[src/include/mtc_pkg.sv]
// Operation
// - Writing one to control bit 5 starts an encode of the data registers.
// - Writing one to control bit 4 starts a decode of the data registers.
// - Control bit 0 picks Manchester (0) or three-of-six (1) scheme.
// - Control bit 1 selects big-endian byte order for DMA transfers; the codec only stores this bit and never uses it.
// - Control register at 0xC5, page 0x2, byte access, resets to zero.
// - Low data byte read/write at 0xC2, page 0x2, resets to zero.
// - Middle data byte read/write at 0xC3, page 0x2, resets to zero.
// - High data byte read/write at 0xC4, page 0x2, resets to zero.
// - Three-of-six turns each nibble into six bits: two bytes become three.
// - Fixed sixteen-entry nibble-to-symbol table; decode is its exact inverse.
// - Ready flag bit 7 on completion; error flag bit 6 on bad symbol.
// - In DMA decode an error does not stop processing; error stays set.
package mtc_pkg;
   // ****************************************
   // Register map
   // ****************************************
   localparam logic [7:0] MTC_PAGE = 8'h02;
   localparam logic [7:0] MTC_ADDR_LOW = 8'hC2;
   localparam logic [7:0] MTC_ADDR_MID = 8'hC3;
   localparam logic [7:0] MTC_ADDR_HIGH = 8'hC4;
   localparam logic [7:0] MTC_ADDR_CTRL = 8'hC5;
   localparam logic [7:0] MTC_RESET_VAL = 8'h00;
   // ****************************************
   // Control fields
   // ****************************************
   localparam int MTC_BIT_READY = 7;
   localparam int MTC_BIT_ERROR = 6;
   localparam int MTC_BIT_ENC = 5;
   localparam int MTC_BIT_DEC = 4;
   localparam int MTC_BIT_DMA = 2;
   localparam int MTC_BIT_ENDIAN = 1;
   localparam int MTC_BIT_MODE = 0;
   localparam logic [7:0] MTC_CTRL_WMASK = 8'h37;
   // ****************************************
   // Types
   // ****************************************
   typedef struct packed {
      logic wr;
      logic rd;
      logic [7:0] page;
      logic [7:0] addr;
      logic [7:0] wdata;
   } mtc_req_t;
   typedef struct packed {
      logic [7:0] high;
      logic [7:0] mid;
      logic [7:0] low;
   } mtc_word_t;
   typedef enum logic {MTC_OP_ENC, MTC_OP_DEC} mtc_op_t;
endpackage

[src/design/mtc_codec.sv]
`timescale 1ns/1ps
// Codec over the register bus; DMA enters through the same bus as register
// writes. A two-entry skid buffer holds each finished result word until the
// consumer takes it, so a stalled consumer loses nothing.
module mtc_codec (
   input wire logic clk_sys_i,
   input wire logic resetn_i,
   input wire logic ce_i,
   input wire mtc_pkg::mtc_req_t req_i,
   output logic [7:0] rdata_o,
   output logic rvalid_o,
   output logic res_valid_o,
   input wire logic res_ready_i,
   output mtc_pkg::mtc_word_t res_data_o,
   output logic busy_o
);
   // ****************************************
   // Code tables
   // ****************************************
   function automatic logic [5:0] enc36(input logic [3:0] n);
      logic [5:0] s;
      s = 6'h16;
      unique case (n)
         4'h0: s = 6'h16;
         4'h1: s = 6'h0D;
         4'h2: s = 6'h0E;
         4'h3: s = 6'h0B;
         4'h4: s = 6'h1C;
         4'h5: s = 6'h19;
         4'h6: s = 6'h1A;
         4'h7: s = 6'h13;
         4'h8: s = 6'h2C;
         4'h9: s = 6'h25;
         4'hA: s = 6'h26;
         4'hB: s = 6'h23;
         4'hC: s = 6'h34;
         4'hD: s = 6'h31;
         4'hE: s = 6'h32;
         4'hF: s = 6'h29;
      endcase
      return s;
   endfunction

   // Returns {bad, nibble}; inverse of enc36 by search
   function automatic logic [4:0] dec36(input logic [5:0] s);
      logic [4:0] r;
      r = 5'h10;
      for (int i = 0; i < 16; i++) begin
         if (enc36(4'(i)) == s) begin
            r = {1'b0, 4'(i)};
         end
      end
      return r;
   endfunction

   // Bit 1 -> 10, bit 0 -> 01; polarity is a guess to be confirmed
   function automatic logic [15:0] man_enc(input logic [7:0] b);
      logic [15:0] r;
      r = 16'h0000;
      for (int i = 0; i < 8; i++) begin
         r[2*i +: 2] = b[i] ? 2'b10 : 2'b01;
      end
      return r;
   endfunction

   // Returns {bad, byte}; 00 and 11 pairs are invalid
   function automatic logic [8:0] man_dec(input logic [15:0] w);
      logic [8:0] r;
      r = 9'h000;
      for (int i = 0; i < 8; i++) begin
         r[i] = w[2*i+1];
         if (w[2*i+1] == w[2*i]) begin
            r[8] = 1'b1;
         end
      end
      return r;
   endfunction

   // ****************************************
   // Register bus decode
   // ****************************************
   logic [7:0] ctrl_r;
   mtc_pkg::mtc_word_t data_r;
   logic start_r;
   mtc_pkg::mtc_op_t op_r;
   logic sel;
   logic wr_ctrl;
   logic wr_low;
   logic wr_mid;
   logic wr_high;

   assign sel = req_i.page == mtc_pkg::MTC_PAGE;
   assign wr_ctrl = req_i.wr && sel && req_i.addr == mtc_pkg::MTC_ADDR_CTRL;
   assign wr_low = req_i.wr && sel && req_i.addr == mtc_pkg::MTC_ADDR_LOW;
   assign wr_mid = req_i.wr && sel && req_i.addr == mtc_pkg::MTC_ADDR_MID;
   assign wr_high = req_i.wr && sel && req_i.addr == mtc_pkg::MTC_ADDR_HIGH;

   // ****************************************
   // Codec datapath (one cycle)
   // ****************************************
   mtc_pkg::mtc_word_t res_nxt;
   logic bad_nxt;
   always_comb begin
      logic [4:0] n0;
      logic [4:0] n1;
      logic [4:0] n2;
      logic [4:0] n3;
      logic [8:0] m0;
      logic [15:0] e0;
      logic [15:0] e1;
      logic [23:0] s;
      n0 = 5'h00;
      n1 = 5'h00;
      n2 = 5'h00;
      n3 = 5'h00;
      m0 = 9'h000;
      e0 = 16'h0000;
      e1 = 16'h0000;
      s = 24'h000000;
      res_nxt = data_r;
      bad_nxt = 1'b0;
      if (ctrl_r[mtc_pkg::MTC_BIT_MODE]) begin
         if (op_r == mtc_pkg::MTC_OP_ENC) begin
            // Middle:low nibbles, most significant first
            s = {enc36(data_r.mid[7:4]), enc36(data_r.mid[3:0]),
                 enc36(data_r.low[7:4]), enc36(data_r.low[3:0])};
            res_nxt = s;
         end else begin
            s = data_r;
            n3 = dec36(s[23:18]);
            n2 = dec36(s[17:12]);
            n1 = dec36(s[11:6]);
            n0 = dec36(s[5:0]);
            res_nxt = {8'h00, n3[3:0], n2[3:0], n1[3:0], n0[3:0]};
            bad_nxt = n3[4] | n2[4] | n1[4] | n0[4];
         end
      end else begin
         if (op_r == mtc_pkg::MTC_OP_ENC) begin
            // Four bytes do not fit three registers: high gets mid's low nibble, expanded
            e1 = man_enc(data_r.mid);
            e0 = man_enc(data_r.low);
            s = {e1[7:0], e0};
            res_nxt = s;
         end else begin
            m0 = man_dec({data_r.mid, data_r.low});
            res_nxt = {8'h00, 8'h00, m0[7:0]};
            bad_nxt = m0[8];
         end
      end
   end

   // ****************************************
   // Two-entry result buffer
   // ****************************************
   mtc_pkg::mtc_word_t buf_r [2];
   logic [1:0] cnt_r;
   logic wptr_r;
   logic rptr_r;
   logic push;
   logic pop;
   assign push = ce_i && start_r && cnt_r != 2'd2;
   assign pop = ce_i && res_valid_o && res_ready_i;
   assign busy_o = start_r;

   // Buffer pointers and storage
   always_ff @(posedge clk_sys_i or negedge resetn_i) begin
      if (!resetn_i) begin
         cnt_r <= 2'd0;
         wptr_r <= 1'b0;
         rptr_r <= 1'b0;
         buf_r[0] <= '0;
         buf_r[1] <= '0;
      end else begin
         if (push) begin
            buf_r[wptr_r] <= res_nxt;
            wptr_r <= ~wptr_r;
         end
         if (pop) begin
            rptr_r <= ~rptr_r;
         end
         cnt_r <= cnt_r + 2'(push) - 2'(pop);
      end
   end

   // Buffer outputs registered; with the buffer empty they load res_nxt directly
   always_ff @(posedge clk_sys_i or negedge resetn_i) begin
      if (!resetn_i) begin
         res_valid_o <= 1'b0;
         res_data_o <= '0;
      end else if (ce_i) begin
         if (!res_valid_o || res_ready_i) begin
            res_valid_o <= (cnt_r - 2'(pop)) != 2'd0 || push;
            if (cnt_r - 2'(pop) != 2'd0) begin
               res_data_o <= buf_r[rptr_r ^ pop];
            end else begin
               res_data_o <= res_nxt;
            end
         end
      end
   end

   // ****************************************
   // Control and data registers
   // ****************************************
   // Start request latched; stalls while the buffer is full
   always_ff @(posedge clk_sys_i or negedge resetn_i) begin
      if (!resetn_i) begin
         start_r <= 1'b0;
         op_r <= mtc_pkg::MTC_OP_ENC;
      end else if (ce_i) begin
         if (wr_ctrl && req_i.wdata[mtc_pkg::MTC_BIT_ENC]) begin
            start_r <= 1'b1;
            op_r <= mtc_pkg::MTC_OP_ENC;
         end else if (wr_ctrl && req_i.wdata[mtc_pkg::MTC_BIT_DEC]) begin
            start_r <= 1'b1;
            op_r <= mtc_pkg::MTC_OP_DEC;
         end else if (push) begin
            start_r <= 1'b0;
         end
      end
   end

   // Control: flags set by hardware win over a clearing write
   always_ff @(posedge clk_sys_i or negedge resetn_i) begin
      if (!resetn_i) begin
         ctrl_r <= mtc_pkg::MTC_RESET_VAL;
      end else if (ce_i) begin
         if (wr_ctrl) begin
            ctrl_r[5:0] <= req_i.wdata[5:0] & mtc_pkg::MTC_CTRL_WMASK[5:0];
            if (req_i.wdata == 8'h00) begin
               ctrl_r[mtc_pkg::MTC_BIT_READY] <= 1'b0;
               ctrl_r[mtc_pkg::MTC_BIT_ERROR] <= 1'b0;
            end
         end else if (push) begin
            ctrl_r[mtc_pkg::MTC_BIT_ENC] <= 1'b0;
            ctrl_r[mtc_pkg::MTC_BIT_DEC] <= 1'b0;
         end
         if (push) begin
            ctrl_r[mtc_pkg::MTC_BIT_READY] <= 1'b1;
            if (bad_nxt) begin
               ctrl_r[mtc_pkg::MTC_BIT_ERROR] <= 1'b1;
            end
         end
      end
   end

   // Data registers; a finished result overwrites the written input
   always_ff @(posedge clk_sys_i or negedge resetn_i) begin
      if (!resetn_i) begin
         data_r <= '0;
      end else if (ce_i) begin
         if (push) begin
            data_r <= res_nxt;
         end else if (wr_low) begin
            data_r.low <= req_i.wdata;
         end else if (wr_mid) begin
            data_r.mid <= req_i.wdata;
         end else if (wr_high) begin
            data_r.high <= req_i.wdata;
         end
      end
   end

   // ****************************************
   // Read port
   // ****************************************
   always_ff @(posedge clk_sys_i or negedge resetn_i) begin
      if (!resetn_i) begin
         rdata_o <= 8'h00;
         rvalid_o <= 1'b0;
      end else if (ce_i) begin
         rvalid_o <= req_i.rd;
         rdata_o <= 8'h00;
         if (req_i.rd && sel) begin
            unique case (req_i.addr)
               mtc_pkg::MTC_ADDR_LOW: rdata_o <= data_r.low;
               mtc_pkg::MTC_ADDR_MID: rdata_o <= data_r.mid;
               mtc_pkg::MTC_ADDR_HIGH: rdata_o <= data_r.high;
               mtc_pkg::MTC_ADDR_CTRL: rdata_o <= ctrl_r;
               default: rdata_o <= 8'h00;
            endcase
         end
      end
   end
endmodule

[config.mk]
export PLATFORM = sky130hd
export DESIGN_NAME = mtc_codec
export DESIGN_NICKNAME = d
export VERILOG_FILES = /design/src/include/mtc_pkg.sv /design/src/design/mtc_codec.sv
export SDC_FILE = /design/constraint.sdc
export NUM_CORES = 1
export LEC_CHECK = 0
export BUFFER_PORTS_ARGS = -buffer_cell sky130_fd_sc_hd__buf_2
export CORE_ASPECT_RATIO = 0.8
export CORE_MARGIN = 8
export CORE_UTILIZATION = 65
export DETAILED_ROUTE_END_ITERATION = 6
export PLACE_DENSITY = 0.86
export SYNTH_ARGS = -nofsm -noshare
export SYNTH_HDL_FRONTEND = slang
export SYNTH_SLANG_ARGS = --single-unit
[constraint.sdc]
create_clock -name clk_sys_i -period 7.5 [get_ports clk_sys_i]
set_input_delay 1.125 -clock clk_sys_i [delete_from_list [all_inputs] [get_ports clk_sys_i]]
set_output_delay 1.125 -clock clk_sys_i [all_outputs]
set_load 0.05 [all_outputs]
**Word-level counts from Yosys, hierarchy flattened**

Memory sizes are Yosys's and may differ from the RTL's.
Cells that the tools add are included.

- $add $sub $neg: 3
- $mul: 0
- Divide/modulo/power cells: 0
- Magnitude comparators: 3
- Eq/ne operators: 80
- Shifts and indexed selects: 0
- Multiplexer cells: 156
- Bitwise operators: 8
- Reductions and logical operators: 34

Operators with widths:

| kind | number |
|---|---|
| 6-bit == test | 64 |
| 5-bit two-way mux | 72 |
| 24-bit two-way mux | 9 |
| 6-bit two-way mux | 32 |
| 48-bit bitwise mux | 1 |
| 8-bit two-way mux | 5 |
| 2-bit two-way mux | 17 |
| 8-bit == test, second input constant | 4 |
| 8-bit one-hot mux with 4 select lines | 1 |
| 24-bit demux with 1-bit select | 1 |
| 1-bit two-way mux | 17 |
| 16-bit two-way mux | 1 |
| 2-bit nonzero test | 7 |
| 1-bit logical AND | 13 |
| 2-bit AND reduction | 6 |
| 1-bit == test | 8 |
| 8-bit by 2-bit == test with 1-bit output, second input constant | 1 |
| 8-bit zero test | 1 |
| 3-bit AND reduction | 2 |
| 2-bit greater-or-equal comparator, second input constant | 2 |
| 2-bit by 1-bit != test with 1-bit output, second input constant | 2 |
| 1-bit NOT with 2-bit output | 2 |
| 4-bit AND reduction | 1 |
| 2-bit by 1-bit subtractor with 2-bit output | 2 |
| 9 further kinds | 13 |

- Flip-flop bits (word level): 119
- Bits in latches: 0
- Memory bits (writable): 0
- ROM bits: 384
- Output and inout port bits: 35
- Logic and storage cells: 312
- Memories: 4

Memory list:

| name | depth | bits a word | rd ports | clocked after memory_dff | write ports | line | source |
|---|---|---|---|---|---|---|---|
| (no name shown) | 16 | 6 | 1 | 0 | 0 | mtc_codec.sv:23 | `unique case (n)` |
| (no name shown) | 16 | 6 | 1 | 0 | 0 | mtc_codec.sv:23 |  |
| (no name shown) | 16 | 6 | 1 | 0 | 0 | mtc_codec.sv:23 |  |
| (no name shown) | 16 | 6 | 1 | 0 | 0 | mtc_codec.sv:23 |  |

**Longest topological paths before layout**

Gate-level depths: netlist of run 1.

- Word-level depth: 28
- Gate-level depth with buffers: 9
- Depth with buffers taken out: 8

**Least setup slack after synthesis of run 1**

Ideal clock, no wire load.

- Kind: input -> register
- Start point: in ce_i
- End point: reg cnt_r[1]
- Library setup time: 123 ps
- Arrival: 2802 ps
- Data required time: 7377 ps
- Setup slack: 4575 ps
- Stages on the path: 9
- Path buffers: 2
- Path through: clkbuf_1 o211a_1 clkinv_1 buf_1 ha_1 inv_1 ha_1 xnor2_1 xnor2_1

- Word-level cells in the longest chain between the ends: 4

RTL lines:

| item | line | source |
|---|---|---|
| from (decl) | mtc_codec.sv:8 | `input wire logic ce_i,` |
| 1-bit logical AND (2 in a row) | mtc_codec.sv:161 | `assign push = ce_i && start_r && cnt_r != 2'd2;` |
| 2-bit by 1-bit adder with 2-bit output | mtc_codec.sv:181 | `cnt_r <= cnt_r + 2'(push) - 2'(pop);` |
| 2-bit by 1-bit subtractor with 2-bit output * | mtc_codec.sv:181 |  |
| to (signal assigned) | mtc_codec.sv:181 |  |
| to (decl) | mtc_codec.sv:156 | `logic [1:0] cnt_r;` |

Every way passes the cells marked *; elsewhere a longest branch is shown, timed or not.
A chain may end at the register's enable or synchronous reset.

**Worst setup path after layout of run 1**

- Start point: reg data_r[15] (netlist bit)
- End point: reg res_data_o[8] (netlist bit)

- Word-level cells in the longest chain between the ends: 21

RTL lines:

| item | line | source |
|---|---|---|
| from (decl) | mtc_codec.sv:83 | `mtc_pkg::mtc_word_t data_r;` |
| from (signal assigned) | mtc_codec.sv:253 | `data_r <= res_nxt;` |
| 6-bit == test | mtc_codec.sv:49 | `if (enc36(4'(i)) == s) begin` |
| 5-bit two-way mux (14 in a row) | mtc_codec.sv:49 |  |
| 5-bit two-way mux * | mtc_codec.sv:49 |  |
| 5-bit two-way mux * | mtc_codec.sv:123 | `if (op_r == mtc_pkg::MTC_OP_ENC) begin` |
| 5-bit two-way mux * | mtc_codec.sv:122 | `if (ctrl_r[mtc_pkg::MTC_BIT_MODE]) begin` |
| 24-bit two-way mux * | mtc_codec.sv:123 |  |
| 24-bit two-way mux * | mtc_codec.sv:122 |  |
| 24-bit two-way mux * | mtc_codec.sv:193 | `if (cnt_r - 2'(pop) != 2'd0) begin` |
| to (signal assigned) | mtc_codec.sv:194 | `res_data_o <= buf_r[rptr_r ^ pop];` |
| to (signal assigned) | mtc_codec.sv:196 | `res_data_o <= res_nxt;` |
| to (decl) | mtc_codec.sv:14 | `output mtc_pkg::mtc_word_t res_data_o,` |

Every way passes the cells marked *; elsewhere a longest branch is shown, timed or not. The select of a mux whose other input is x is not followed.

==> out/metrics.yaml, run 1 <==
sta:
  final.min_clock_period_ps: 3100
  period_share_pct: 41.4
  fin_hold_ws_ps: 477
  skew_ps: 10.6
  hold_viol: 0
  fin_setup_tns_ps: 0
  tightest_slew_ps: 1030
  slew_violations: 0
  rsz0062_at_grt: "no"
  fmax_mhz: 322
  setup_viol: 0
  relSlewSlack_pct: 31.6
worst_hold_path:
  holdPathStages: 2
  min_path_type: "flip-flop to flip-flop"
global_routing:
  antenna_found_initial: 0
  grt_util_all_layers_pct: 30.8
  gr-total-overflow: 0
  grt_pass1_wl_mm: 38.7
  grt_max_degree: 84
  grt_pass1_vias: 7079
worst_setup_path:
  required_ps: 7810
  cp.arrival_ps: 3410
  worst_setup_path_start_kind: "flip-flop"
  critPathMaxFanout: 10
  worstSetupPathType: "flip-flop to flip-flop"
  cp-end-kind: "flip-flop"
  rr_worst_depth: 7
drt:
  via_per_inst: 6.97
  vias: 7363
  firstDrtPassIters: 6
  antenna_left: 0
  drc: 0
  finalWirelength_mm: 24.1
  dr.first_iter.drc_count: 767
  avgRoutedWirePerCell_um: 22.8
synthesis:
  synth_edf_count: 0
  synth_top_area_share_pct: 37.7
  syn-cell-area_um2: 7900
  synth_top_cell_by_area: "dfrtp_1"
  synth-main-ff-cell: "dfrtp_1"
  synth_warnings: 0
  synth_area_leaders: "dfrtp_1 (38%), ha_1 (6.7%), mux2i_1 (6.2%)"
  ys_async_sr_fraction_pct: 100
  ys_seq_elements: 119
  yosysUniqueCellTypes: 70
  synthCells: 864
  syn_avg_cell_area_um2: 9.14
  syn_nets: 936
  seq_area_frac_synth_pct: 37.7
die:
  io-pin-count: 65
  die_h_um: 115
  fp.coreArea_um2: 12000
  dieArea_um2: 16000
  start_util_pct: 65.7
  rows: 36
  die_x_um: 139
cts:
  ctsHoldBuffers: 0
  htreeDepth: 4
  post-cts-setup-buffer-count: 0
  numCtsBuffers: 17
  worstSkewPairLatency_ps: 430
  cts_root_buf: "clkbuf_16"
  cts_tree: "built"
  cts.path.max_buffers: 2
  cts_sinks: 119
  cts_resized: 0
  cts.reportedPaths.clkPinSlew_ps: 60
pwr:
  p_seq_share_pct: 36.1
  power_switching_share_pct: 34.3
  intPower_mw: 1.34
  ir_worst_vdd_mv: 0.189
  powerDensity_nw_per_um2: 231
  p_clk_share_pct: 41.0
  combPwrFrac_pct: 22.9
  leakagePower_nw: 4.25
  power_switching_uw: 701
layout:
  mostFrequentLayoutCells: "dfrtp_1 (119), nand2_1 (101), o21ai_0 (82)"
  diodes: 0
  final_common_cell: "dfrtp_1"
  nFillCells: 849
  fin_util_pct: 73.5
  area_delta_synth_final_pct: 11.9
  fin_nets: 964
  layout-drive-gt1-share_pct: 16.0
run:
  drv_cap: 0
placed_design:
  gp_congestion: 0.938
  numPortBuffers: 64
  dp.final_hpwl_mm: 16.7
run_status:
  status: "complete, no violations"
## sequential cells by signal (all words and copies together), names as in the netlist
signal and cells:
rdata_o 8, op_r 1, cnt_r 2, ctrl_r 7
res_valid_o 1, wptr_r 1, rvalid_o 1, buf_r 48
rptr_r 1, data_r 24, busy_o 1, res_data_o 24
## path summary, 6_finish.rpt
path                       slack, ps                         end                  startpoint
setup / recovery                4400   res_data_o[8]$_DFFE_PN0P_      data_r[15]$_DFFE_PN0P_
hold / removal                   480  res_data_o[18]$_DFFE_PN0P_  res_data_o[18]$_DFFE_PN0P_
setup reg to reg                4400   res_data_o[8]$_DFFE_PN0P_      data_r[15]$_DFFE_PN0P_
hold reg to reg                  480  res_data_o[18]$_DFFE_PN0P_  res_data_o[18]$_DFFE_PN0P_
max in group asynchronous       5420        buf_r[1]$_DFFE_PN0P_                    resetn_i
min in group asynchronous        670      rdata_o[5]$_DFFE_PN0P_                    resetn_i
## kinds of logic (layout without fill, tap and decap cells)
family / after synthesis / count (layout) / share of synthesized area [%]
DFF: 119 / 119 / 37.7
buffers and inverters: 116 / 157 / 5.76
muxes: 77 / 77 / 10.7
xor gates and xnor gates: 10 / 10 / 1.11
and+or+nand+nor: 218 / 218 / 13.9
adders and majority gates: 42 / 42 / 6.65
AOI/OAI and AO/OA: 282 / 282 / 24.1
## routing by layer
layer  wire length (µm)  GRT usage (%)  vias up  share of wire [%]
met5                  0              0        -                  0
li1                   -              -     3237                  -
met3               2370           8.04       84                9.8
met4               1040           15.3        0                4.3
met2              11000           48.8      468                 46
met1               9630           38.5     3574                 40
## final cells by class
cell class	count	area [µm²]	share of cell area, %
multi-input combinational	629	4480	50.7
sequential	119	2980	33.7
clock buffer	18	429	4.85
timing repair buffer	74	398	4.50
inverter	51	191	2.17
tap	152	190	2.15
clock inverter	14	175	1.98
## worst max-delay path: stages (launching register included)
cell       delay, ps
dfrtp_1          600
inv_1            230
ha_1             310
nand2_1          180
o32ai_1          120
a2111oi_0        830
o311ai_0         450
a22o_1           280
## Yosys cell counts (5+ instances only)
library cell	instances
dfrtp_1	119
nand2_1	101
o21ai_0	83
inv_1	50
mux2i_1	49
clkbuf_1	48
ha_1	42
a21oi_1	32
nor2_1	30
a22o_1	23
mux2_2	23
a31oi_1	17
nand2b_1	16
a211oi_1	15
o22ai_1	15
a221oi_1	13
nand3_1	13
o211ai_1	11
o221ai_1	11
nor2b_1	9
o31ai_1	9
buf_1	8
nor3_1	8
a22oi_1	7
and3_1	7
buf_2	7
xor2_1	6
a311oi_1	5
nor4_1	5
o211a_1	5
## power by group through the flow
stage | clock network, mW | registers [mW] | logic (mW)
detailed placement | 0 | 0.745 | 0.461
CTS | 0.843 | 0.736 | 0.466
floorplan | 0 | 0.899 | 0.164
global route | 0.871 | 0.741 | 0.490
finish | 0.838 | 0.737 | 0.467
global placement | 0 | 0.740 | 0.449
## per-stage QoR
stage / total power, mW / cells / area [µm²] / setup WS, ps
floorplan: 1.06 / 864 / 7900 / 4580
CTS: 2.05 / 1057 / 8840 / 4450
finish: 2.04 / 1057 / 8840 / 4400
detailed placement: 1.21 / 1025 / 8240 / 4230
global route: 2.10 / 1057 / 8840 / 4220
global placement: 1.19 / 1025 / 8240 / 4300
Note: power is estimated with default switching activity, not from simulation.
==> run 2: changes to the inputs <==
ABC_AREA = 1   (was unset)
CORE_UTILIZATION = 61   (was 65)
PLACE_DENSITY = 0.81   (was 0.86)
clock period = 3 ns   (was 7.5 ns; I/O delays follow)
==> out/metrics.yaml, run 2 <==
global_routing:
  grt_pass1_vias: 7226
  grt_pass1_wl_mm: 36.8
  antenna_found_initial: 0
  grt_util_all_layers_pct: 28.5
  grt_max_degree: 54
  gr-total-overflow: 0
synthesis:
  ys_async_sr_fraction_pct: 100
  synth_edf_count: 0
  ys_seq_elements: 119
  synth_top_family_by_area: "simple AND/OR/NAND/NOR gates"
  synth-main-ff-cell: "dfrtp_1"
  synthCells: 1022
  synth-compound-area-share_pct: 19.4
  synth-xor-area-share_pct: 0.233
  syn-cell-area_um2: 7530
  seq_area_frac_synth_pct: 39.6
  synth_top_cell_by_area: "dfrtp_1"
  synth_warnings: 0
  synthTopCellsByCount: "nand2_1 (319), dfrtp_1 (119), o21ai_0 (107)"
  synth_area_leaders: "dfrtp_1 (40%), nand2_1 (16%), o21ai_0 (7.1%)"
  yosysUniqueCellTypes: 44
  synthMuxAreaShare_pct: 0
  yosysMostFrequentCell: "nand2_1"
  synth_top_area_share_pct: 39.6
  synth-simple-area-share_pct: 26.9
  syn_nets: 1094
  synth_fa_ha_area_share_pct: 6.98
  syn_avg_cell_area_um2: 7.37
layout:
  diodes: 0
  fin_util_pct: 71.3
  largest-register: "buf_r"
  area_delta_synth_final_pct: 14.8
  final_common_cell: "nand2_1"
  largest_reg_flops: 48
  fin_area_um2: 8640
  fin_nets: 1162
  layout-drive-gt1-share_pct: 12.3
  mostFrequentLayoutCells: "nand2_1 (319), dfrtp_1 (119), o21ai_0 (107)"
  reg_top3: "buf_r (48), data_r (24), res_data_o (24)"
sta:
  relSlewSlack_pct: 50.3
  final.min_clock_period_ps: 2680
  fin_hold_ws_ps: 95.7
  tightest_slew_ps: 738
  fmax_mhz: 373
  setup_viol: 0
  fin_setup_tns_ps: 0
  slew_violations: 0
  rsz0062_at_grt: "no"
  skew_ps: 17.9
  period_share_pct: 89.4
  hold_viol: 0
die:
  fp.coreArea_um2: 12100
  die_x_um: 140
  die_h_um: 115
  io-pin-count: 65
  rows: 36
  dieArea_um2: 16200
  start_util_pct: 62.1
worst_setup_path:
  critPathMaxFanout: 11
  cp-end-kind: "flip-flop"
  worstSetupPathType: "flip-flop to flip-flop"
  cp.arrival_ps: 2970
  worst_setup_path_start_kind: "flip-flop"
  required_ps: 3290
cts:
  ctsHoldBuffers: 0
  cts.path.max_buffers: 2
  htreeDepth: 4
  worstSkewPairLatency_ps: 410
  numCtsBuffers: 17
  cts_root_buf: "clkbuf_16"
  cts_tree: "built"
  cts.reportedPaths.clkPinSlew_ps: 50
  cts_sinks: 119
pwr:
  leakagePower_nw: 4.25
  ir_worst_vdd_mv: 0.625
  powerDensity_nw_per_um2: 613
drt:
  via_per_inst: 6.09
  avgRoutedWirePerCell_um: 18.0
  dr.first_iter.drc_count: 829
  finalWirelength_mm: 22.5
  antenna_left: 0
  firstDrtPassIters: 5
  drc: 0
  vias: 7638
placed_design:
  numPortBuffers: 64
  dp.final_hpwl_mm: 16.4
  place_area_um2: 8040
  gp_congestion: 1.10
run_status:
  status: "complete, no violations"
run:
  drv_cap: 0
worst_hold_path:
  min_path_type: "input pin to async pin"
run 2: repair_timing:
action                     in CTS  in global routing
resized for setup               0                  1
setup endpoints to repair       0                  2
buffers inserted                0                  0
run 2: worst paths after layout:
check / from / endpoint / slack [ps] / depth (start not counted)
max: data_r[2]$_DFFE_PN0P_ / res_data_o[1]$_DFFE_PN0P_ / 320 / 14
min: resetn_i / res_data_o[0]$_DFFE_PN0P_ / 100 / 1
max reg2reg: data_r[2]$_DFFE_PN0P_ / res_data_o[1]$_DFFE_PN0P_ / 320 / 14
min reg2reg: res_data_o[12]$_DFFE_PN0P_ / res_data_o[12]$_DFFE_PN0P_ / 470 / 2
max in group asynchronous: resetn_i / data_r[8]$_DFFE_PN0P_ / 2080 / 2
min in group clk_sys_i: req_i[2] / ctrl_r[2]$_DFFE_PN0P_ / 280 / 3
run 2: per-layer routing:
layer / track usage, % / routed length [µm] / up-vias
li1: - / - / 3607
met1: 37.9 / 9700 / 3564
met2: 43.5 / 9930 / 418
met3: 8.34 / 2400 / 49
met4: 10.7 / 511 / 0
met5: 0 / 0 / -
run 2: logic make-up after synthesis:
| group | after synthesis |
|---|---|
| flip-flops | 119 |
| AO/OA/AOI/OAI | 246 |
| adder cells (fa/ha/maj) | 42 |
| XOR/XNOR | 2 |
| AND/OR/NAND/NOR | 482 |
| buffers and inverters | 131 |
run 2: report_power, final:
part / internal [mW] / switching [mW] / leakage, nW
registers: 1.76 / 0.0992 / 1.53
logic: 0.332 / 1.07 / 2.43
clock network: 1.32 / 0.714 / 0.285
run 2: area by class of cell:
| class | count | area, µm² |
|---|---|---|
| well taps | 152 | 190 |
| clock inverters | 12 | 154 |
| fillers | 930 | 3470 |
| repair buffers | 84 | 485 |
| multi-input cells | 772 | 4030 |
| clock buffers | 19 | 443 |
| flip-flops and latches | 119 | 2980 |
| inverters | 96 | 364 |
run 2: stage by stage:
step | worst slack [ps] | power (mW) | std cells
after floorplan | 908 | 2.93 | 1022
after global placement | 425 | 3.25 | 1223
after detailed placement | 318 | 3.29 | 1223
after CTS | 324 | 5.31 | 1254
after global routing | 23.5 | 5.51 | 1254
final | 319 | 5.30 | 1254
run 2: critical path: stages, from the launching register on:
cell        delay, ps
dfrtp_1           570
clkinvlp_4        350
ha_1              340
nand3_1           100
nand2_1           100
a31oi_1           180
nor2_1             60
o21bai_1          160
a31oi_1           110
nor3_1            150
nand2_1            70
nand2_1           170
nand2_1            70
nand3_1            70
nand2_1            50
==> run 3: changes to the inputs <==
CORE_ASPECT_RATIO = unset   (was 0.8)
clock period = 2.74 ns   (was 3 ns; I/O delays follow)
==> out/metrics.yaml, run 3 (synthesis results as in run 2) <==
run_status:
  status: "finished with violations"
  violations: "DRC"
sta:
  skew_ps: 11.5
  rsz0062_at_grt: "no"
  final.min_clock_period_ps: 2510
  slew_violations: 0
  period_share_pct: 91.6
  relSlewSlack_pct: 48.9
  tightest_slew_ps: 759
  hold_viol: 0
  setup_viol: 0
  fin_ws_ps: 231
  fmax_mhz: 399
  fin_setup_tns_ps: 0
worst_setup_path:
  cp.arrival_ps: 2820
  worstSetupPathType: "flip-flop to flip-flop"
  critPathMaxFanout: 8
  required_ps: 3050
  cp-end-kind: "flip-flop"
  worst_setup_path_start_kind: "flip-flop"
layout:
  largest-register: "buf_r"
  reg_top3: "buf_r (48), data_r (24), res_data_o (24)"
  layout-drive-gt1-share_pct: 12.9
  fin_nets: 1171
  diodes: 0
  nFillCells: 917
  final_common_cell: "nand2_1"
  mostFrequentLayoutCells: "nand2_1 (319), dfrtp_1 (119), o21ai_0 (106)"
  area_delta_synth_final_pct: 15.6
  largest_reg_flops: 48
die:
  dieArea_um2: 16200
  die_x_um: 127
  die_h_um: 127
  fp.coreArea_um2: 12000
  start_util_pct: 62.7
  rows: 40
  io-pin-count: 65
global_routing:
  antenna_found_initial: 0
  grt_pass1_wl_mm: 38.5
  grt_pass1_vias: 7447
  gr-total-overflow: 0
  grt_util_all_layers_pct: 29.8
  grt_max_degree: 68
cts:
  worstSkewPairLatency_ps: 420
  cts_tree: "built"
  numCtsBuffers: 17
  post-cts-setup-buffer-count: 0
  htreeDepth: 4
  cts_sinks: 119
  cts.reportedPaths.clkPinSlew_ps: 60
  cts_root_buf: "clkbuf_16"
  cts.path.max_buffers: 2
drt:
  firstDrtPassIters: 7
  vias: 7740
  dr.first_iter.drc_count: 962
  avgRoutedWirePerCell_um: 18.5
  antenna_left: 0
  drc: 2
  via_per_inst: 6.15
  finalWirelength_mm: 23.3
pwr:
  leakagePower_nw: 4.29
  ir_worst_vdd_mv: 0.754
  powerDensity_nw_per_um2: 667
run:
  drv_cap: 0
worst_hold_path:
  min_path_type: "input pin to flip-flop"
placed_design:
  numPortBuffers: 64
  dp.final_hpwl_mm: 16.6
  dp_slack_ps: 289
  gp_congestion: 1.00
## run 3: final timing paths
path                       slack, ps  cells past startpoint                          to                       start
max                              230                     11   res_data_o[7]$_DFFE_PN0P_       data_r[7]$_DFFE_PN0P_
min                              240                      3        rvalid_o$_DFFE_PN0P_                   req_i[24]
max reg2reg                      230                     11   res_data_o[7]$_DFFE_PN0P_       data_r[7]$_DFFE_PN0P_
min reg2reg                      470                      2  res_data_o[12]$_DFFE_PN0P_  res_data_o[12]$_DFFE_PN0P_
max in group asynchronous       1600                      3   res_data_o[1]$_DFFE_PN0P_                    resetn_i
min in group asynchronous        440                      2       buf_r[30]$_DFFE_PN0P_                    resetn_i
## run 3: critical path, stage by stage (launching register included)
cell and delay (ps):
dfrtp_1 530, inv_1 220, ha_1 290, nand3_1 140, nand3_1 80, inv_1 70, nand2_1 60, o31ai_1 260
o2111ai_1 170, o21ai_0 240, a21oi_1 140, a22o_1 200
## run 3: cell type report
type                       count  area (µm²)  area share, %
clock inverter                14         154           1.77
sequential                   119        2980           34.2
clock buffer                  18         429           4.93
tap                          147         184           2.11
inverter                      96         360           4.14
timing repair buffer          93         568           6.53
multi-input combinational    772        4030           46.3
## run 3: metal layers
layer  track usage (%)  part of all wire [%]
met1              39.4                    41
met3              6.66                    10
met5                 0                     0
met2              46.1                    45
met4              12.7                   3.4
## run 3: power breakdown
| group | leakage [nW] | switching (mW) | total [mW] | internal, mW |
|---|---|---|---|---|
| combinational | 2.48 | 1.18 | 1.58 | 0.396 |
| sequential | 1.53 | 0.112 | 2.04 | 1.93 |
| clock | 0.276 | 0.837 | 2.18 | 1.34 |
## run 3: stage by stage
stage	power [mW]	hold slack, ps	cell area, µm²	instances	util, %
6_report	5.80	235	8700	1259	72.5
5_1_grt	6.04	251	8700	1259	72.5
4_1_cts	5.80	235	8700	1259	72.5
3_5_place_dp	3.63	325	8110	1226	67.5
3_3_place_gp	3.61	325	8110	1226	67.5
2_1_floorplan	3.21	115	7530	1022	-
## run 3: timing repair
item / CTS / global route
resized for setup: 0 / 1
setup endpoints to repair: 0 / 1
hold buffers: 1 / 0
hold endpoints to repair: 21 / 0
